`config.mk`:
```
export PLATFORM = sky130hd
export DESIGN_NAME = otf_regs
export DESIGN_NICKNAME = d
export VERILOG_FILES = /design/src/core/otf_pkg.sv /design/src/core/otf_regs.sv /design/src/core/otf_step_timer.sv
export VERILOG_INCLUDE_DIRS = /design/src /design/src/core
export SDC_FILE = /design/constraint.sdc
export NUM_CORES = 1
export LEC_CHECK = 0
export BUFFER_PORTS_ARGS = -buffer_cell sky130_fd_sc_hd__clkbuf_2
export CORE_ASPECT_RATIO = 2
export CORE_UTILIZATION = 35
export DETAILED_ROUTE_END_ITERATION = 6
export PLACE_DENSITY = 0.51
export SYNTH_ARGS = -nofsm -noshare
export SYNTH_HDL_FRONTEND = slang
export SYNTH_SLANG_ARGS = --single-unit
```
`constraint.sdc`:
```
create_clock -name i_sys_clk -period 3.6 [get_ports i_sys_clk]
set_input_delay 0.18 -clock i_sys_clk [delete_from_list [all_inputs] [get_ports i_sys_clk]]
set_output_delay 0.18 -clock i_sys_clk [all_outputs]
set_load 0.02 [all_outputs]
```
`src/core/otf_map.svh`:
```
`ifndef OTF_MAP_SVH
`define OTF_MAP_SVH

// ==========================================================
// Register indices (byte address is four times the index)
`define OTF_IDX_INT_STATUS2      8'h42
`define OTF_IDX_INT_MASK2        8'h75
`define OTF_IDX_MON_CONFIG3      8'h78
`define OTF_IDX_DURATION_STATUS  8'h79
`define OTF_IDX_DURATION_LIMIT   8'h7a
`define OTF_IDX_TACH_PPR         8'h7b
`define OTF_IDX_PIN_CONFIG       8'h7d
`define OTF_IDX_TEST_A           8'h7e
`define OTF_IDX_TEST_B           8'h7f

// ==========================================================
// Reset values
`define OTF_RST_DURATION_STATUS  8'h00
`define OTF_RST_DURATION_LIMIT   8'h00
`define OTF_RST_TACH_PPR         8'h55
`define OTF_RST_PIN_CONFIG       8'h00
`define OTF_RST_MON_CONFIG3      8'h00
`define OTF_RST_INT_MASK2        8'h00
`define OTF_RST_TEST             8'h00

// ==========================================================
// Field positions
`define OTF_BIT_TIMER_EVENT      5
`define OTF_BIT_OVERLOAD_EN      1
`define OTF_BIT_ALERT_SEL        0
`define OTF_BIT_OVERLOAD_SEL     1
`define OTF_LSB_THRESHOLD        2

// ==========================================================
// Timing
`define OTF_CLK_NS               20
`define OTF_STEP_NS              22760000
`define OTF_STEP_CYCLES          (`OTF_STEP_NS / `OTF_CLK_NS)

`endif

```
`src/core/otf_pkg.sv`:
```
package otf_pkg;

    typedef struct packed {
        logic       read;
        logic       write;
        logic [9:0] address;
        logic [3:0] byteenable;
        logic [31:0] writedata;
    } otf_avm_req_t;

    typedef struct packed {
        logic [31:0] readdata;
        logic        waitrequest;
    } otf_avm_rsp_t;

    typedef struct packed {
        logic [1:0] tach_ch1_pulse_sel;
        logic [1:0] tach_ch2_pulse_sel;
        logic [1:0] tach_ch3_pulse_sel;
        logic [1:0] tach_ch4_pulse_sel;
        logic [1:0] tach_input_threshold;
        logic       alert_pin_select;
        logic       overload_pin_select;
        logic       overload_enable;
    } otf_cfg_t;

    typedef enum logic [1:0] {
        OTF_BUS_IDLE,
        OTF_BUS_ACK
    } otf_bus_state_t;

endpackage

```
`src/core/otf_regs.sv`:
```
// The implementer's own choice: the Avalon-MM interface to the registers.
`timescale 1ns/1ns
`include "otf_map.svh"

module otf_regs #(
    parameter int STEP_CYCLES = `OTF_STEP_CYCLES
) (
    input  wire logic                  i_sys_clk,
    input  wire logic                  i_rst_n,
    input  wire otf_pkg::otf_avm_req_t i_avm,
    output otf_pkg::otf_avm_rsp_t      o_avm,
    input  wire logic                  i_overload_n,
    output otf_pkg::otf_cfg_t          o_cfg,
    output logic                       o_alert_n,
    output logic                       o_irq
);
    import otf_pkg::*;

    typedef struct packed {
        otf_bus_state_t bus;
        logic [31:0]    rdata;
        logic [7:0]     dur_status;
        logic [7:0]     dur_limit;
        logic [7:0]     tach_ppr;
        logic [7:0]     pin_cfg;
        logic [7:0]     cfg3;
        logic [7:0]     int_status2;
        logic [7:0]     int_mask2;
        logic [7:0]     steps;
        logic           active;
        logic           alert_n;
        logic           irq;
        logic           waitreq;
        otf_cfg_t       cfg;
    } otf_state_t;

    otf_state_t state_reg;
    otf_state_t state_next;
    logic       step_tick;
    logic       monitor_on;
    logic       asserted;

    // ==========================================================
    // Duration step timer
    // timing needs enable
    assign monitor_on = state_reg.cfg3[`OTF_BIT_OVERLOAD_EN] &
                        state_reg.pin_cfg[`OTF_BIT_OVERLOAD_SEL];
    assign asserted   = monitor_on & ~i_overload_n;

    otf_step_timer #(
        .STEP_CYCLES (STEP_CYCLES)
    ) u_step (
        .i_sys_clk (i_sys_clk),
        .i_rst_n   (i_rst_n),
        .i_run     (asserted),
        .o_tick    (step_tick)
    );

    // ==========================================================
    // Next state
    always_comb begin
        logic [7:0] idx;
        logic       do_wr;
        logic       do_rd;
        logic       rd_clear;
        logic       ev_limit;
        logic       ev_assert;
        logic [7:0] wbyte;
        logic [7:0] rbyte;
        logic [7:0] steps_n;
        idx        = i_avm.address[9:2];
        wbyte      = i_avm.writedata[7:0];
        do_wr      = (state_reg.bus == OTF_BUS_IDLE) & i_avm.write &
                     i_avm.byteenable[0];
        do_rd      = (state_reg.bus == OTF_BUS_IDLE) & i_avm.read;
        rd_clear   = do_rd & (idx == `OTF_IDX_DURATION_STATUS);
        state_next = state_reg;
        rbyte      = 8'h00;
        ev_limit   = 1'b0;
        state_next.active = asserted;
        ev_assert  = asserted & ~state_reg.active;
        steps_n    = state_reg.steps;

        // Duration count in steps since assertion
        if (ev_assert) begin
            steps_n = 8'h00;
        end else if (asserted && step_tick && state_reg.steps != 8'hff) begin
            steps_n = state_reg.steps + 8'h01;
        end
        state_next.steps = steps_n;

        // Status register, cleared on read
        if (rd_clear) begin
            state_next.dur_status = 8'h00;
        end
        if (ev_assert) begin
            state_next.dur_status[0] = 1'b1;
        end
        if (asserted && steps_n >= 8'h02) begin
            state_next.dur_status = steps_n;
        end

        ev_limit = asserted & ((state_reg.dur_limit == 8'h00) ? ev_assert :
                   (step_tick && steps_n > state_reg.dur_limit &&
                    state_reg.steps <= state_reg.dur_limit));

        // Register writes; test registers and duration status ignore writes
        if (do_wr) begin
            unique case (idx)
                `OTF_IDX_DURATION_LIMIT: state_next.dur_limit = wbyte;
                `OTF_IDX_TACH_PPR:       state_next.tach_ppr  = wbyte;
                `OTF_IDX_PIN_CONFIG:     state_next.pin_cfg   = {4'h0, wbyte[3:0]};
                `OTF_IDX_MON_CONFIG3:    state_next.cfg3      = wbyte;
                `OTF_IDX_INT_MASK2:      state_next.int_mask2 = wbyte;
                `OTF_IDX_INT_STATUS2:
                    state_next.int_status2 = state_reg.int_status2 & ~wbyte;
                default: ;
            endcase
        end
        // Set wins over write-one-to-clear
        if (ev_limit) begin
            state_next.int_status2[`OTF_BIT_TIMER_EVENT] = 1'b1;
        end

        // Read mux
        unique case (idx)
            `OTF_IDX_DURATION_STATUS: rbyte = state_reg.dur_status;
            `OTF_IDX_DURATION_LIMIT:  rbyte = state_reg.dur_limit;
            `OTF_IDX_TACH_PPR:        rbyte = state_reg.tach_ppr;
            `OTF_IDX_PIN_CONFIG:      rbyte = state_reg.pin_cfg;
            `OTF_IDX_MON_CONFIG3:     rbyte = state_reg.cfg3;
            `OTF_IDX_INT_MASK2:       rbyte = state_reg.int_mask2;
            `OTF_IDX_INT_STATUS2:     rbyte = state_reg.int_status2;
            `OTF_IDX_TEST_A:          rbyte = `OTF_RST_TEST;
            `OTF_IDX_TEST_B:          rbyte = `OTF_RST_TEST;
            default:                  rbyte = 8'h00;
        endcase

        // Bus handshake: one wait cycle, answer in second cycle
        unique case (state_reg.bus)
            OTF_BUS_IDLE: begin
                if (i_avm.read || i_avm.write) begin
                    state_next.bus   = OTF_BUS_ACK;
                    state_next.rdata = {24'h0, rbyte};
                end
            end
            OTF_BUS_ACK: begin
                state_next.bus = OTF_BUS_IDLE;
            end
        endcase
        // Waitrequest drops for the answer cycle only
        state_next.waitreq = ~(state_next.bus == OTF_BUS_ACK);

        // Outputs of configuration
        // field decode
        state_next.cfg.tach_ch1_pulse_sel   = state_next.tach_ppr[1:0];
        state_next.cfg.tach_ch2_pulse_sel   = state_next.tach_ppr[3:2];
        state_next.cfg.tach_ch3_pulse_sel   = state_next.tach_ppr[5:4];
        state_next.cfg.tach_ch4_pulse_sel   = state_next.tach_ppr[7:6];
        state_next.cfg.tach_input_threshold =
            state_next.pin_cfg[`OTF_LSB_THRESHOLD +: 2];
        state_next.cfg.alert_pin_select    = state_next.pin_cfg[`OTF_BIT_ALERT_SEL];
        state_next.cfg.overload_pin_select = state_next.pin_cfg[`OTF_BIT_OVERLOAD_SEL];
        state_next.cfg.overload_enable     = state_next.cfg3[`OTF_BIT_OVERLOAD_EN];

        state_next.irq = |(state_next.int_status2 & ~state_next.int_mask2);
        state_next.alert_n = ~(state_next.irq &
                               state_next.pin_cfg[`OTF_BIT_ALERT_SEL]);
    end

    // ==========================================================
    // State register
    always_ff @(posedge i_sys_clk) begin
        if (!i_rst_n) begin
            state_reg             <= '0;
            state_reg.bus         <= OTF_BUS_IDLE;
            state_reg.dur_status  <= `OTF_RST_DURATION_STATUS;
            state_reg.dur_limit   <= `OTF_RST_DURATION_LIMIT;
            state_reg.tach_ppr    <= `OTF_RST_TACH_PPR;
            state_reg.pin_cfg     <= `OTF_RST_PIN_CONFIG;
            state_reg.cfg3        <= `OTF_RST_MON_CONFIG3;
            state_reg.int_mask2   <= `OTF_RST_INT_MASK2;
            state_reg.alert_n     <= 1'b1;
            state_reg.waitreq     <= 1'b1;
            state_reg.cfg         <= '{default: 2'b01, tach_input_threshold: 2'b00,
                                       alert_pin_select: 1'b0,
                                       overload_pin_select: 1'b0,
                                       overload_enable: 1'b0};
        end else begin
            state_reg <= state_next;
        end
    end

    // ==========================================================
    // Outputs
    assign o_avm             = '{readdata: state_reg.rdata, waitrequest: state_reg.waitreq};
    assign o_cfg             = state_reg.cfg;
    assign o_alert_n         = state_reg.alert_n;
    assign o_irq             = state_reg.irq;
endmodule

```
`src/core/otf_step_timer.sv`:
```
`timescale 1ns/1ns
`include "otf_map.svh"

module otf_step_timer #(
    parameter int STEP_CYCLES = `OTF_STEP_CYCLES
) (
    input  wire logic i_sys_clk,
    input  wire logic i_rst_n,
    input  wire logic i_run,
    output logic      o_tick
);
    import otf_pkg::*;

    typedef struct packed {
        logic [31:0] cnt;
        logic        tick;
    } otf_prescale_state_t;

    otf_prescale_state_t state_reg;
    otf_prescale_state_t state_next;

    // ==========================================================
    // Step prescaler, restarts whenever the run level drops
    always_comb begin
        state_next      = state_reg;
        state_next.tick = 1'b0;
        if (!i_run) begin
            state_next.cnt = 32'h0;
        end else if (state_reg.cnt == 32'(STEP_CYCLES - 1)) begin
            state_next.cnt  = 32'h0;
            state_next.tick = 1'b1;
        end else begin
            state_next.cnt = state_reg.cnt + 32'h1;
        end
    end

    always_ff @(posedge i_sys_clk) begin
        if (!i_rst_n) begin
            state_reg <= '0;
        end else begin
            state_reg <= state_next;
        end
    end

    assign o_tick = state_reg.tick;
endmodule

```
==> results of run 1 <==
kinds of logic (layout without fill, tap and decap cells):
kind of cell / count (synthesis) / after routing / share of synthesized area [%]
muxes: 30 / 30 / 6.11
and+or+nand+nor: 270 / 270 / 25.2
xor gates and xnor gates: 30 / 30 / 4.66
other: 1 / 24 / 0.0666
AOI/OAI and AO/OA: 105 / 105 / 13.2
buffers and inverters: 84 / 90 / 8.75
DFF: 107 / 107 / 38.0
adders and majority gates: 18 / 18 / 4.00
power breakdown:
group | total, mW | switching [mW] | internal, mW
clock | 1.01 | 0.446 | 0.560
combinational | 0.113 | 0.0831 | 0.0299
sequential | 1.19 | 0.00136 | 1.18
total | 2.30 | 0.530 | 1.77
routing by layer:
metal	global-route usage [%]	routed length [um]	vias up
li1	-	-	2271
met1	17.3	5250	2222
met2	36.9	8650	130
met3	2.85	455	48
met4	13.6	1110	0
met5	0	0	-
area by class of cell:
class | instances | area share, %
multi-input cells | 477 | 50.1
flip-flops and latches | 107 | 34.7
well taps | 201 | 4.08
clock inverters | 3 | 0.771
inverters | 16 | 0.974
clock buffers | 12 | 4.00
repair buffers | 59 | 5.35
synthesized netlist by cell type (all sizes together) (3+ instances only):
cell type | number | area [sq um]
nand4 | 15 | 93.8
o41ai | 4 | 35.0
a21oi | 19 | 95.1
mux2i | 22 | 220
nand2b | 4 | 25.0
nor4b | 5 | 43.8
inv | 15 | 56.3
nor2b | 28 | 175
ha | 18 | 225
o22ai | 6 | 37.5
and2 | 12 | 75.1
nor4 | 8 | 65.1
and4 | 5 | 43.8
and3 | 11 | 68.8
buf | 51 | 369
mux4 | 3 | 67.6
o211ai | 3 | 22.5
xnor2 | 7 | 61.3
dfxtp | 107 | 2140
nor3 | 12 | 81.3
nand2 | 77 | 289
nor2 | 44 | 165
nand4b | 3 | 26.3
a22oi | 12 | 90.1
nand3 | 36 | 180
clkbuf | 17 | 63.8
xor2 | 23 | 201
o21ai | 15 | 75.1
a221o | 8 | 80.1
a21boi | 20 | 150
mux2 | 5 | 56.3
worst min-delay path by stage:
stage,from,end,cells after the start
global route,i_avm[47],state_reg[114],2
floorplan,i_avm[47],state_reg[114],1
CTS,i_avm[47],state_reg[114],2
global placement,i_avm[47],state_reg[114],2
detailed placement,i_avm[47],state_reg[114],2
finish,i_avm[47],state_reg[114],2
==> results.md, run 1 <==
* Hpwl dp at 11.8 mm
* Clk Latency, worst-skew pair at ~350 ps
* Hold Buf Count CTS at 0
* Max reg flops at 62
* GR Overflow Total at 0
* Worst Slack Setup Final at 424 ps
* Largest stage delay on the critical path at 480 ps
* Final Hold Viols at 0
* PwrDens at 374 nW/um^2
* Reg2Reg Setup Slack at 420 ps
* CP Capture Point: o_alert_n
* Site row count at 65
* Ys async rst share at 0%
* Fmax at 0.315 GHz
* Layout cell share with drive strength beyond 1 at 13.2%
* Largest net degree at the start of global routing at 67
* Root Buffer: clkbuf_16
* Slew HR at 30.4%
* Number of synthesized flops with an enable pin at 0
* Most common cell after layout, fill and taps aside: dfxtp_1
* Most common cell on crit path: ha_1
* CP endpoint kind: flop
* Placed cell area at 5870 sq um
* Ys flop type: dfxtp_1
* Antenna diodes at 0
* Worst slew pin tran at about 1000 ps
* Cells after Synth at 645
* Min Tclk post-route at between 3000 and 4000 ps
* Final ANT Viol Nets at 0
* Die ar. at 16600 sq um
* Leakage at 2.31 nW
* Arrival time of the worst setup path at 3400 ps
* Die Ht at 181 um
* VDD IR-drop max at 0.000201 V
* Worst Path Buf+Inv at 0
* Commonest non-fill, non-tap cells in the layout: 107 x dfxtp_1, 77 x nand2_1, 45 x clkbuf_2
* Critical Path Fanout Max at 4
* Detailed Route Iter0 Violations at 231
* P&R area growth vs syn at 9.51%
* Die W at approximately 92 um
* Seq. cell area at 2140 sq um
* Synth Cell Area at approximately 5600 sq um
* Max-slew violation count at 0
* CP delay by family, top: compound AO/OA/AOI/OAI gates
* Initial antenna violation count at 0
* RSZ-0062 raised after global routing: no
* Worst reg2reg startpoint: state_reg[17]
* Io pins at 99
* CP Depth at 11
* Avg Synthesized Cell Area at 8.73 sq um
* Drt wl/cell at 17.7 um
* Remaining DRCs at 0
* Final GP Congestion at 0.835
* Setup bufs post-CTS at 0
* Clock skew at approximately 11 ps
* TritonCTS clock tree: built
* Detailed-route via count at roughly 4700
* Max_cap viols at 0
* Status: complete, no violations
* Final period util at 88.2%
* Fill cell count at 1676
* Worst setup SP type: flop
* Clk sinks at ~110
* Critical Path Source: state_reg[17]
* Core Area at 15800 sq um
* # nets final at 739
* Tot Pwr at 2.30 mW
* Multi-input gate area at 3090 sq um
* Setup_tns at 0 ps
* Post-Route WL at 15.5 mm
* Placed cell count at 860
* Drt pass-1 iters at 4
* Resized cells post-CTS at 0
* Finished Layout Cells at ~900
* First-pass GRT wire length at roughly 24 mm
* Crit-path cells: ha_1 -> and3_1 -> a31oi_1 -> mux2i_1 -> ha_1 -> nor2b_1 -> o211ai_1 -> a21o_1 -> a221o_1 -> a21boi_0 -> o31ai_1
* R2R Path End: o_alert_n
* Cell area after layout at ~6000 sq um
* Vias per Instance at 5.34
* Register bit total from synthesis at 107
* Number of CTS-inserted buffers at 9
* Place WS at 495 ps
* Reg clk slew, reported paths at about 70 ps
* Vias in the first global route at approximately 4600
* Setup CP Type: flop to flop
* H-Tree Depth at 3
* Final Util at between 30 and 40%
* Worst path slowest cell: mux2i_1
* Port Buf Inserts at 45
* Worst path required time at 3830 ps
* Maximum clock path buffer count at 2
* Min-Delay Path Class: input port to flop
* Setup violations, final at 0
* Initial Util at 35.7%
* YS warnings at 0
* Sequential share of the synthesized area at 38.0%
* Worst hold margin at 63.0 ps
* GRT Total Usage at 19.0%
* Post-synth cell types at 63
* R2R depth at 11
(Power assumes the default switching activity.)
==> inputs of run 2 (changes only) <==
clock period = 3.2 ns   (was 3.6 ns; I/O delays follow)
==> run 2 against run 1 <==
  * Clock power increased by 25%
  * Largest power group unchanged
  * Highest routed layer unchanged
  * Power is 18% higher
  * First-iteration DRC count decreased by 18%
==> results.md, run 2 (same netlist as run 1, synthesis figures left out) <==
* Setup_tns at 0 ps (unchanged)
* Detailed Route Iter0 Violations at 190 (was 231)
* GRT Total Usage at 19.0% (about the same)
* Root Buffer: clkbuf_16 (unchanged)
* Final period util at 92.1% (was 88.2%)
* Resized cells post-CTS at 0 (unchanged)
* Die ar. at 16600 sq um (unchanged)
* Vias per Instance at 5.25 (was 5.34)
* Detailed-route via count at 4641 (was 4671)
* TritonCTS clock tree: built (unchanged)
* Setup CP Type: flop to flop (unchanged)
* Hpwl dp at 11.9 mm (was 11.8 mm)
* Setup violations, final at 0 (unchanged)
* Largest net degree at the start of global routing at 58 (was 67)
* P&R area growth vs syn at 11.3% (was 9.51%)
* Fmax at 0.339 GHz (was 0.315 GHz)
* Initial Util at 35.7% (unchanged)
* Layout cell share with drive strength beyond 1 at 14.6% (was 13.2%)
* Die Ht at 181 um (unchanged)
* VDD IR-drop max at 0.000240 V (was 0.000201 V)
* Final Hold Viols at 0 (unchanged)
* Critical Path Fanout Max at 4 (unchanged)
* Most common cell after layout, fill and taps aside: dfxtp_1 (unchanged)
* Tot Pwr at 2.72 mW (was 2.30 mW)
* Die W at 91.7 um (unchanged)
* WHS Path Cells at 2 (unchanged)
* Maximum clock path buffer count at 2 (unchanged)
* Combinational group share of total power at 4.7% (was 4.9%)
* Internal Pwr Total at 2.10 mW (was 1.77 mW)
* GR Layer Usage met2 at 36.7% (was 36.9%)
* Io pins at 99 (unchanged)
* Worst reg2reg startpoint: state_reg[17] (unchanged)
* Reg clk slew, reported paths at 80 ps (was 70 ps)
* Reg power frac at 49.1% (was 51.5%)
* Busiest grt layer: met2 (unchanged)
* GR Layer Usage met1 at 17.3% (about the same)
* Hold Buf Count CTS at 0 (unchanged)
* Final GP Congestion at 0.822 (was 0.835)
* Commonest non-fill, non-tap cells in the layout: 107 x dfxtp_1, 77 x nand2_1, 45 x clkbuf_2 (unchanged)
* Site row count at 65 (unchanged)
* Worst slew pin tran at 781 ps (was 1040 ps)
* R2R Path End: o_alert_n (unchanged)
* GR Overflow Total at 0 (unchanged)
* Vias in the first global route at 4624 (was 4593)
* Drt wl/cell at 17.3 um (was 17.7 um)
* Number of CTS-inserted buffers at 9 (unchanged)
* Clk sinks at 107 (unchanged)
* Clock skew at 14.3 ps (was 10.6 ps)
* # nets final at 747 (was 739)
* Worst hold margin at 29.0 ps (was 63.0 ps)
* Fill cell count at 1629 (was 1676)
* Drt pass-1 iters at 4 (unchanged)
* Max-slew violation count at 0 (unchanged)
* Reg2Reg Setup Slack at 250 ps (was 420 ps)
* R2R depth at 11 (unchanged)
* Remaining DRCs at 0 (unchanged)
* CP endpoint kind: flop (unchanged)
* Switching component of the power at 0.618 mW (was 0.530 mW)
* Initial antenna violation count at 0 (unchanged)
* Slew HR at 47.8% (was 30.4%)
* Arrival time of the worst setup path at 3180 ps (was 3400 ps)
* Worst setup SP type: flop (unchanged)
* Post-Route WL at 15.3 mm (was 15.5 mm)
* First-pass GRT wire length at 24.1 mm (about the same)
* Sw Share at 22.7% (was 23.0%)
* Core Area at 15800 sq um (unchanged)
* Leakage at 2.37 nW (was 2.31 nW)
* Port Buf Inserts at 45 (unchanged)
* Clk Latency, worst-skew pair at 350 ps (about the same)
* Antenna diodes at 0 (unchanged)
* Max_cap viols at 0 (unchanged)
* H-Tree Depth at 3 (unchanged)
* RSZ-0062 raised after global routing: no (unchanged)
* Clk network pwr share at 46.3% (was 43.6%)
* Status: complete, no violations (unchanged)
* PwrDens at 434 nW/um^2 (was 374 nW/um^2)
* Worst path required time at 3430 ps (was 3830 ps)
* Setup bufs post-CTS at 0 (unchanged)
* Final ANT Viol Nets at 0 (unchanged)
* Max reg flops at 62 (unchanged)
* Met3 Use GR at 2.35% (was 2.85%)
* Critical Path Source: state_reg[17] (unchanged)
* Min-Delay Path Class: input port to flop (unchanged)
* Min Tclk post-route at 2950 ps (was 3180 ps)
* CP Capture Point: o_alert_n (unchanged)
-- run 2: worst max-delay path, cell delays in order (launching register included) --
cell      delay, ps
dfxtp_1         340
ha_1            250
and3_1          240
a31oi_1         340
mux2i_1         160
ha_1            320
nor2b_1         130
o211ai_1        110
a21o_1          170
a221o_1         300
a21boi_0        330
o31ai_1         140
-- run 2: layer usage --
| metal | routed length, um | vias up |
|---|---|---|
| li1 | - | 2283 |
| met1 | 5260 | 2194 |
| met2 | 8540 | 118 |
| met3 | 362 | 46 |
| met4 | 1150 | 0 |
| met5 | 0 | - |
-- run 2: power groups by stage --
stage	registers (mW)	clock network [mW]	logic [mW]
final	1.33	1.26	0.127
after global routing	1.33	1.33	0.137
after CTS	1.33	1.29	0.128
after detailed placement	1.37	0	0.128
after global placement	1.37	0	0.127
after floorplan	1.36	0	0.101
-- run 2: worst min path at each step --
stage	start	endpoint	slack, ps
finish	i_avm[47]	state_reg[114]	30
global route	i_avm[47]	state_reg[114]	40
global placement	i_avm[47]	state_reg[114]	400
CTS	i_avm[47]	state_reg[114]	30
floorplan	i_avm[47]	state_reg[114]	240
detailed placement	i_avm[47]	state_reg[114]	400
-- run 2: final cells by class --
class,count,area (sq um),share of cell area (%)
clock buffers,11,253,4.03
clock inverters,5,82.6,1.32
inverters,16,60.1,0.958
multi-input cells,477,3090,49.3
flip-flops and latches,107,2140,34.2
well taps,201,251,4.01
repair buffers,67,390,6.23
-- run 2: stage by stage --
| step | cells | utilization, % | area (sq um) | worst slack, ps |
|---|---|---|---|---|
| final | 884 | 39.7 | 6270 | 253 |
| after global routing | 884 | 39.7 | 6270 | 60.3 |
| after CTS | 884 | 39.7 | 6270 | 224 |
| after detailed placement | 868 | 37.6 | 5930 | 223 |
| after global placement | 868 | 37.6 | 5930 | 231 |
| after floorplan | 668 | - | 5720 | 568 |
==> inputs of run 3 (changes only) <==
CAP_MARGIN = 20   (was unset)
CORE_MARGIN = 3   (was unset)
==> run 3 against run 2 <==
  * Die area rose by 6.7%
  * Clock skew fell by 2.5 ps
  * Clock power fell by 14%
  * Wire length rose by 3.6%
  * Register-to-register slack got worse by 60 ps
  * Utilization fell by 0.36 points
  * Worst hold slack improved by 3.6 ps
  * Critical path depth did not move
  * Critical path type unchanged
==> results.md, run 3 (same netlist as run 1, synthesis figures left out) <==
* Status: complete, no violations (unchanged)
* Io pins at 99 (unchanged)
* R2R depth at 11 (unchanged)
* Critical Path Fanout Max at 4 (unchanged)
* RSZ-0062 raised after global routing: no (unchanged)
* Vias in the first global route at 4625 (was 4624)
* Reg power frac at 52.4% (was 49.1%)
* Hold Buf Count CTS at 0 (unchanged)
* Largest net degree at the start of global routing at 51 (was 58)
* Die ar. at 17700 sq um (was 16600 sq um)
* Site row count at 65 (unchanged)
* Placed cell count at 868 (unchanged)
* Initial Util at 35.7% (unchanged)
* Tot Pwr at 2.55 mW (was 2.72 mW)
* Arrival time of the worst setup path at 3250 ps (was 3180 ps)
* Slew HR at 53.2% (was 47.8%)
* P&R area growth vs syn at 10.3% (was 11.3%)
* Fill cell count at 1637 (was 1629)
* Die W at 95.7 um (was 91.7 um)
* Crit-path cells: ha_1 -> and3_1 -> a31oi_1 -> mux2i_1 -> ha_1 -> nor2b_1 -> o211ai_1 -> a21o_1 -> a221o_1 -> a21boi_0 -> o31a_1 (was ha_1 -> and3_1 -> a31oi_1 -> mux2i_1 -> ha_1 -> nor2b_1 -> o211ai_1 -> a21o_1 -> a221o_1 -> a21boi_0 -> o31ai_1)
* Sw Share at 23.9% (was 22.7%)
* Clk network pwr share at 42.6% (was 46.3%)
* Most common cell on crit path: ha_1 (unchanged)
* Worst path slowest cell: dfxtp_1 (unchanged)
* Worst reg2reg startpoint: state_reg[17] (unchanged)
* Combinational group share of total power at 5.1% (was 4.7%)
* First-pass GRT wire length at 24.6 mm (was 24.1 mm)
* Port Buf Inserts at 45 (unchanged)
* Reg clk slew, reported paths at 80 ps (about the same)
* Reg2Reg Setup Slack at 190 ps (was 250 ps)
* H-Tree Depth at 3 (unchanged)
* Fmax at 0.333 GHz (was 0.339 GHz)
* Antenna diodes at 0 (unchanged)
* Worst slew pin tran at 695 ps (was 781 ps)
* Number of CTS-inserted buffers at 9 (unchanged)
* CP Capture Point: o_irq (was o_alert_n)
* Die Ht at 185 um (was 181 um)
* Cell area after layout at 6210 sq um (was 6270 sq um)
* Setup_tns at 0 ps (unchanged)
* Clock skew at 11.8 ps (was 14.3 ps)
* Drt wl/cell at 18.0 um (was 17.3 um)
* Remaining DRCs at 0 (unchanged)
* Switching component of the power at 0.609 mW (was 0.618 mW)
* Hpwl dp at 12.4 mm (was 11.9 mm)
* Final GP Congestion at 0.891 (was 0.822)
* Resized cells post-CTS at 0 (unchanged)
* Core Area at 15800 sq um (unchanged)
* GR Overflow Total at 0 (unchanged)
* Clk sinks at 107 (unchanged)
* Layout cell share with drive strength beyond 1 at 14.4% (was 14.6%)
* Worst setup SP type: flop (unchanged)
* Worst path required time at 3450 ps (was 3430 ps)
* Max reg flops at 62 (unchanged)
* Finished Layout Cells at 883 (was 884)
* Leakage at 2.34 nW (was 2.37 nW)
* Setup bufs post-CTS at 0 (unchanged)
* Drt pass-1 iters at 4 (unchanged)
* TritonCTS clock tree: built (unchanged)
* Final ANT Viol Nets at 0 (unchanged)
* CP endpoint kind: flop (unchanged)
* PwrDens at 410 nW/um^2 (was 434 nW/um^2)
* Max-slew violation count at 0 (unchanged)
* Root Buffer: clkbuf_16 (unchanged)
* Most common cell after layout, fill and taps aside: dfxtp_1 (unchanged)
* Final Hold Viols at 0 (unchanged)
* Setup CP Type: flop to flop (unchanged)
* Initial antenna violation count at 0 (unchanged)
* GRT Total Usage at 18.5% (was 19.0%)
* Placed cell area at 5930 sq um (unchanged)
* Critical Path Source: state_reg[17] (unchanged)
* Commonest non-fill, non-tap cells in the layout: 107 x dfxtp_1, 77 x nand2_1, 45 x clkbuf_2 (unchanged)
* # nets final at 747 (unchanged)
* Detailed-route via count at 4634 (was 4641)
* R2R Path End: o_irq (was o_alert_n)
* Clk Latency, worst-skew pair at 350 ps (about the same)
* Post-Route WL at 15.9 mm (was 15.3 mm)
* Detailed Route Iter0 Violations at 222 (was 190)
* Max_cap viols at 0 (unchanged)
* Internal Pwr Total at 1.94 mW (was 2.10 mW)
* Min Tclk post-route at 3010 ps (was 2950 ps)
* Largest stage delay on the critical path at 350 ps (was 340 ps)
* Vias per Instance at 5.25 (about the same)
* Maximum clock path buffer count at 2 (unchanged)
* Final period util at 93.9% (was 92.1%)
* VDD IR-drop max at 0.000240 V (about the same)
* Setup violations, final at 0 (unchanged)
* Min-Delay Path Class: input port to flop (unchanged)
==> run 3: changes by cell type in the layout (fill, tap and decap cells not counted), sizes merged <==
cell | before | now
bufinv | 2 | 0
clkbuf | 56 | 57
==> run 3: how the worst min path moves through the flow <==
stage               from        endpoint  slack [ps]  cells past startpoint
2_1_floorplan  i_avm[47]  state_reg[114]         240                      1
3_3_place_gp   i_avm[47]  state_reg[114]         400                      2
3_5_place_dp   i_avm[47]  state_reg[114]         400                      2
4_1_cts        i_avm[47]  state_reg[114]          20                      2
5_1_grt        i_avm[47]  state_reg[114]          50                      2
6_report       i_avm[47]  state_reg[114]          30                      2
==> run 3: area by class of cell <==
type	instances	area, sq um	area share (%)
multi-input combinational	477	3090	49.7
sequential	107	2140	34.5
timing repair buffer	67	390	6.28
clock buffer	12	256	4.13
tap	201	251	4.05
inverter	16	60.1	0.967
clock inverter	3	22.5	0.362
==> run 3: through the flow <==
| stage | utilization [%] | hold slack, ps | worst slack, ps |
|---|---|---|---|
| 6_report | 39.4 | 32.6 | 194 |
| 5_1_grt | 39.4 | 46.6 | 18.9 |
| 4_1_cts | 39.4 | 20.3 | 189 |
| 3_5_place_dp | 37.6 | 400 | 199 |
| 3_3_place_gp | 37.6 | 397 | 272 |
| 2_1_floorplan | - | 236 | 568 |
==> run 3: routing by layer <==
layer / up-vias / track usage [%] / share of wire (%)
met4: 0 / 12.3 / 6.5
met1: 2190 / 16.9 / 34
met3: 39 / 2.85 / 3.5
met5: - / 0 / 0
li1: 2292 / - / -
met2: 113 / 35.7 / 56
==> run 3: worst max-delay path: cells and delay by family (launching register included) <==
family                     cells  cell delay [ps]
muxes                          1              300
AOI/OAI and AO/OA              6             1340
and+or+nand+nor                2              380
DFF                            1              350
adders and majority gates      2              540
==> run 3: power groups by stage <==
stage	sequential (mW)	combinational, mW	clock [mW]
2_1_floorplan	1.36	0.101	0
5_1_grt	1.33	0.138	1.17
3_3_place_gp	1.37	0.127	0
3_5_place_dp	1.37	0.128	0
6_report	1.33	0.129	1.08
4_1_cts	1.33	0.128	1.13
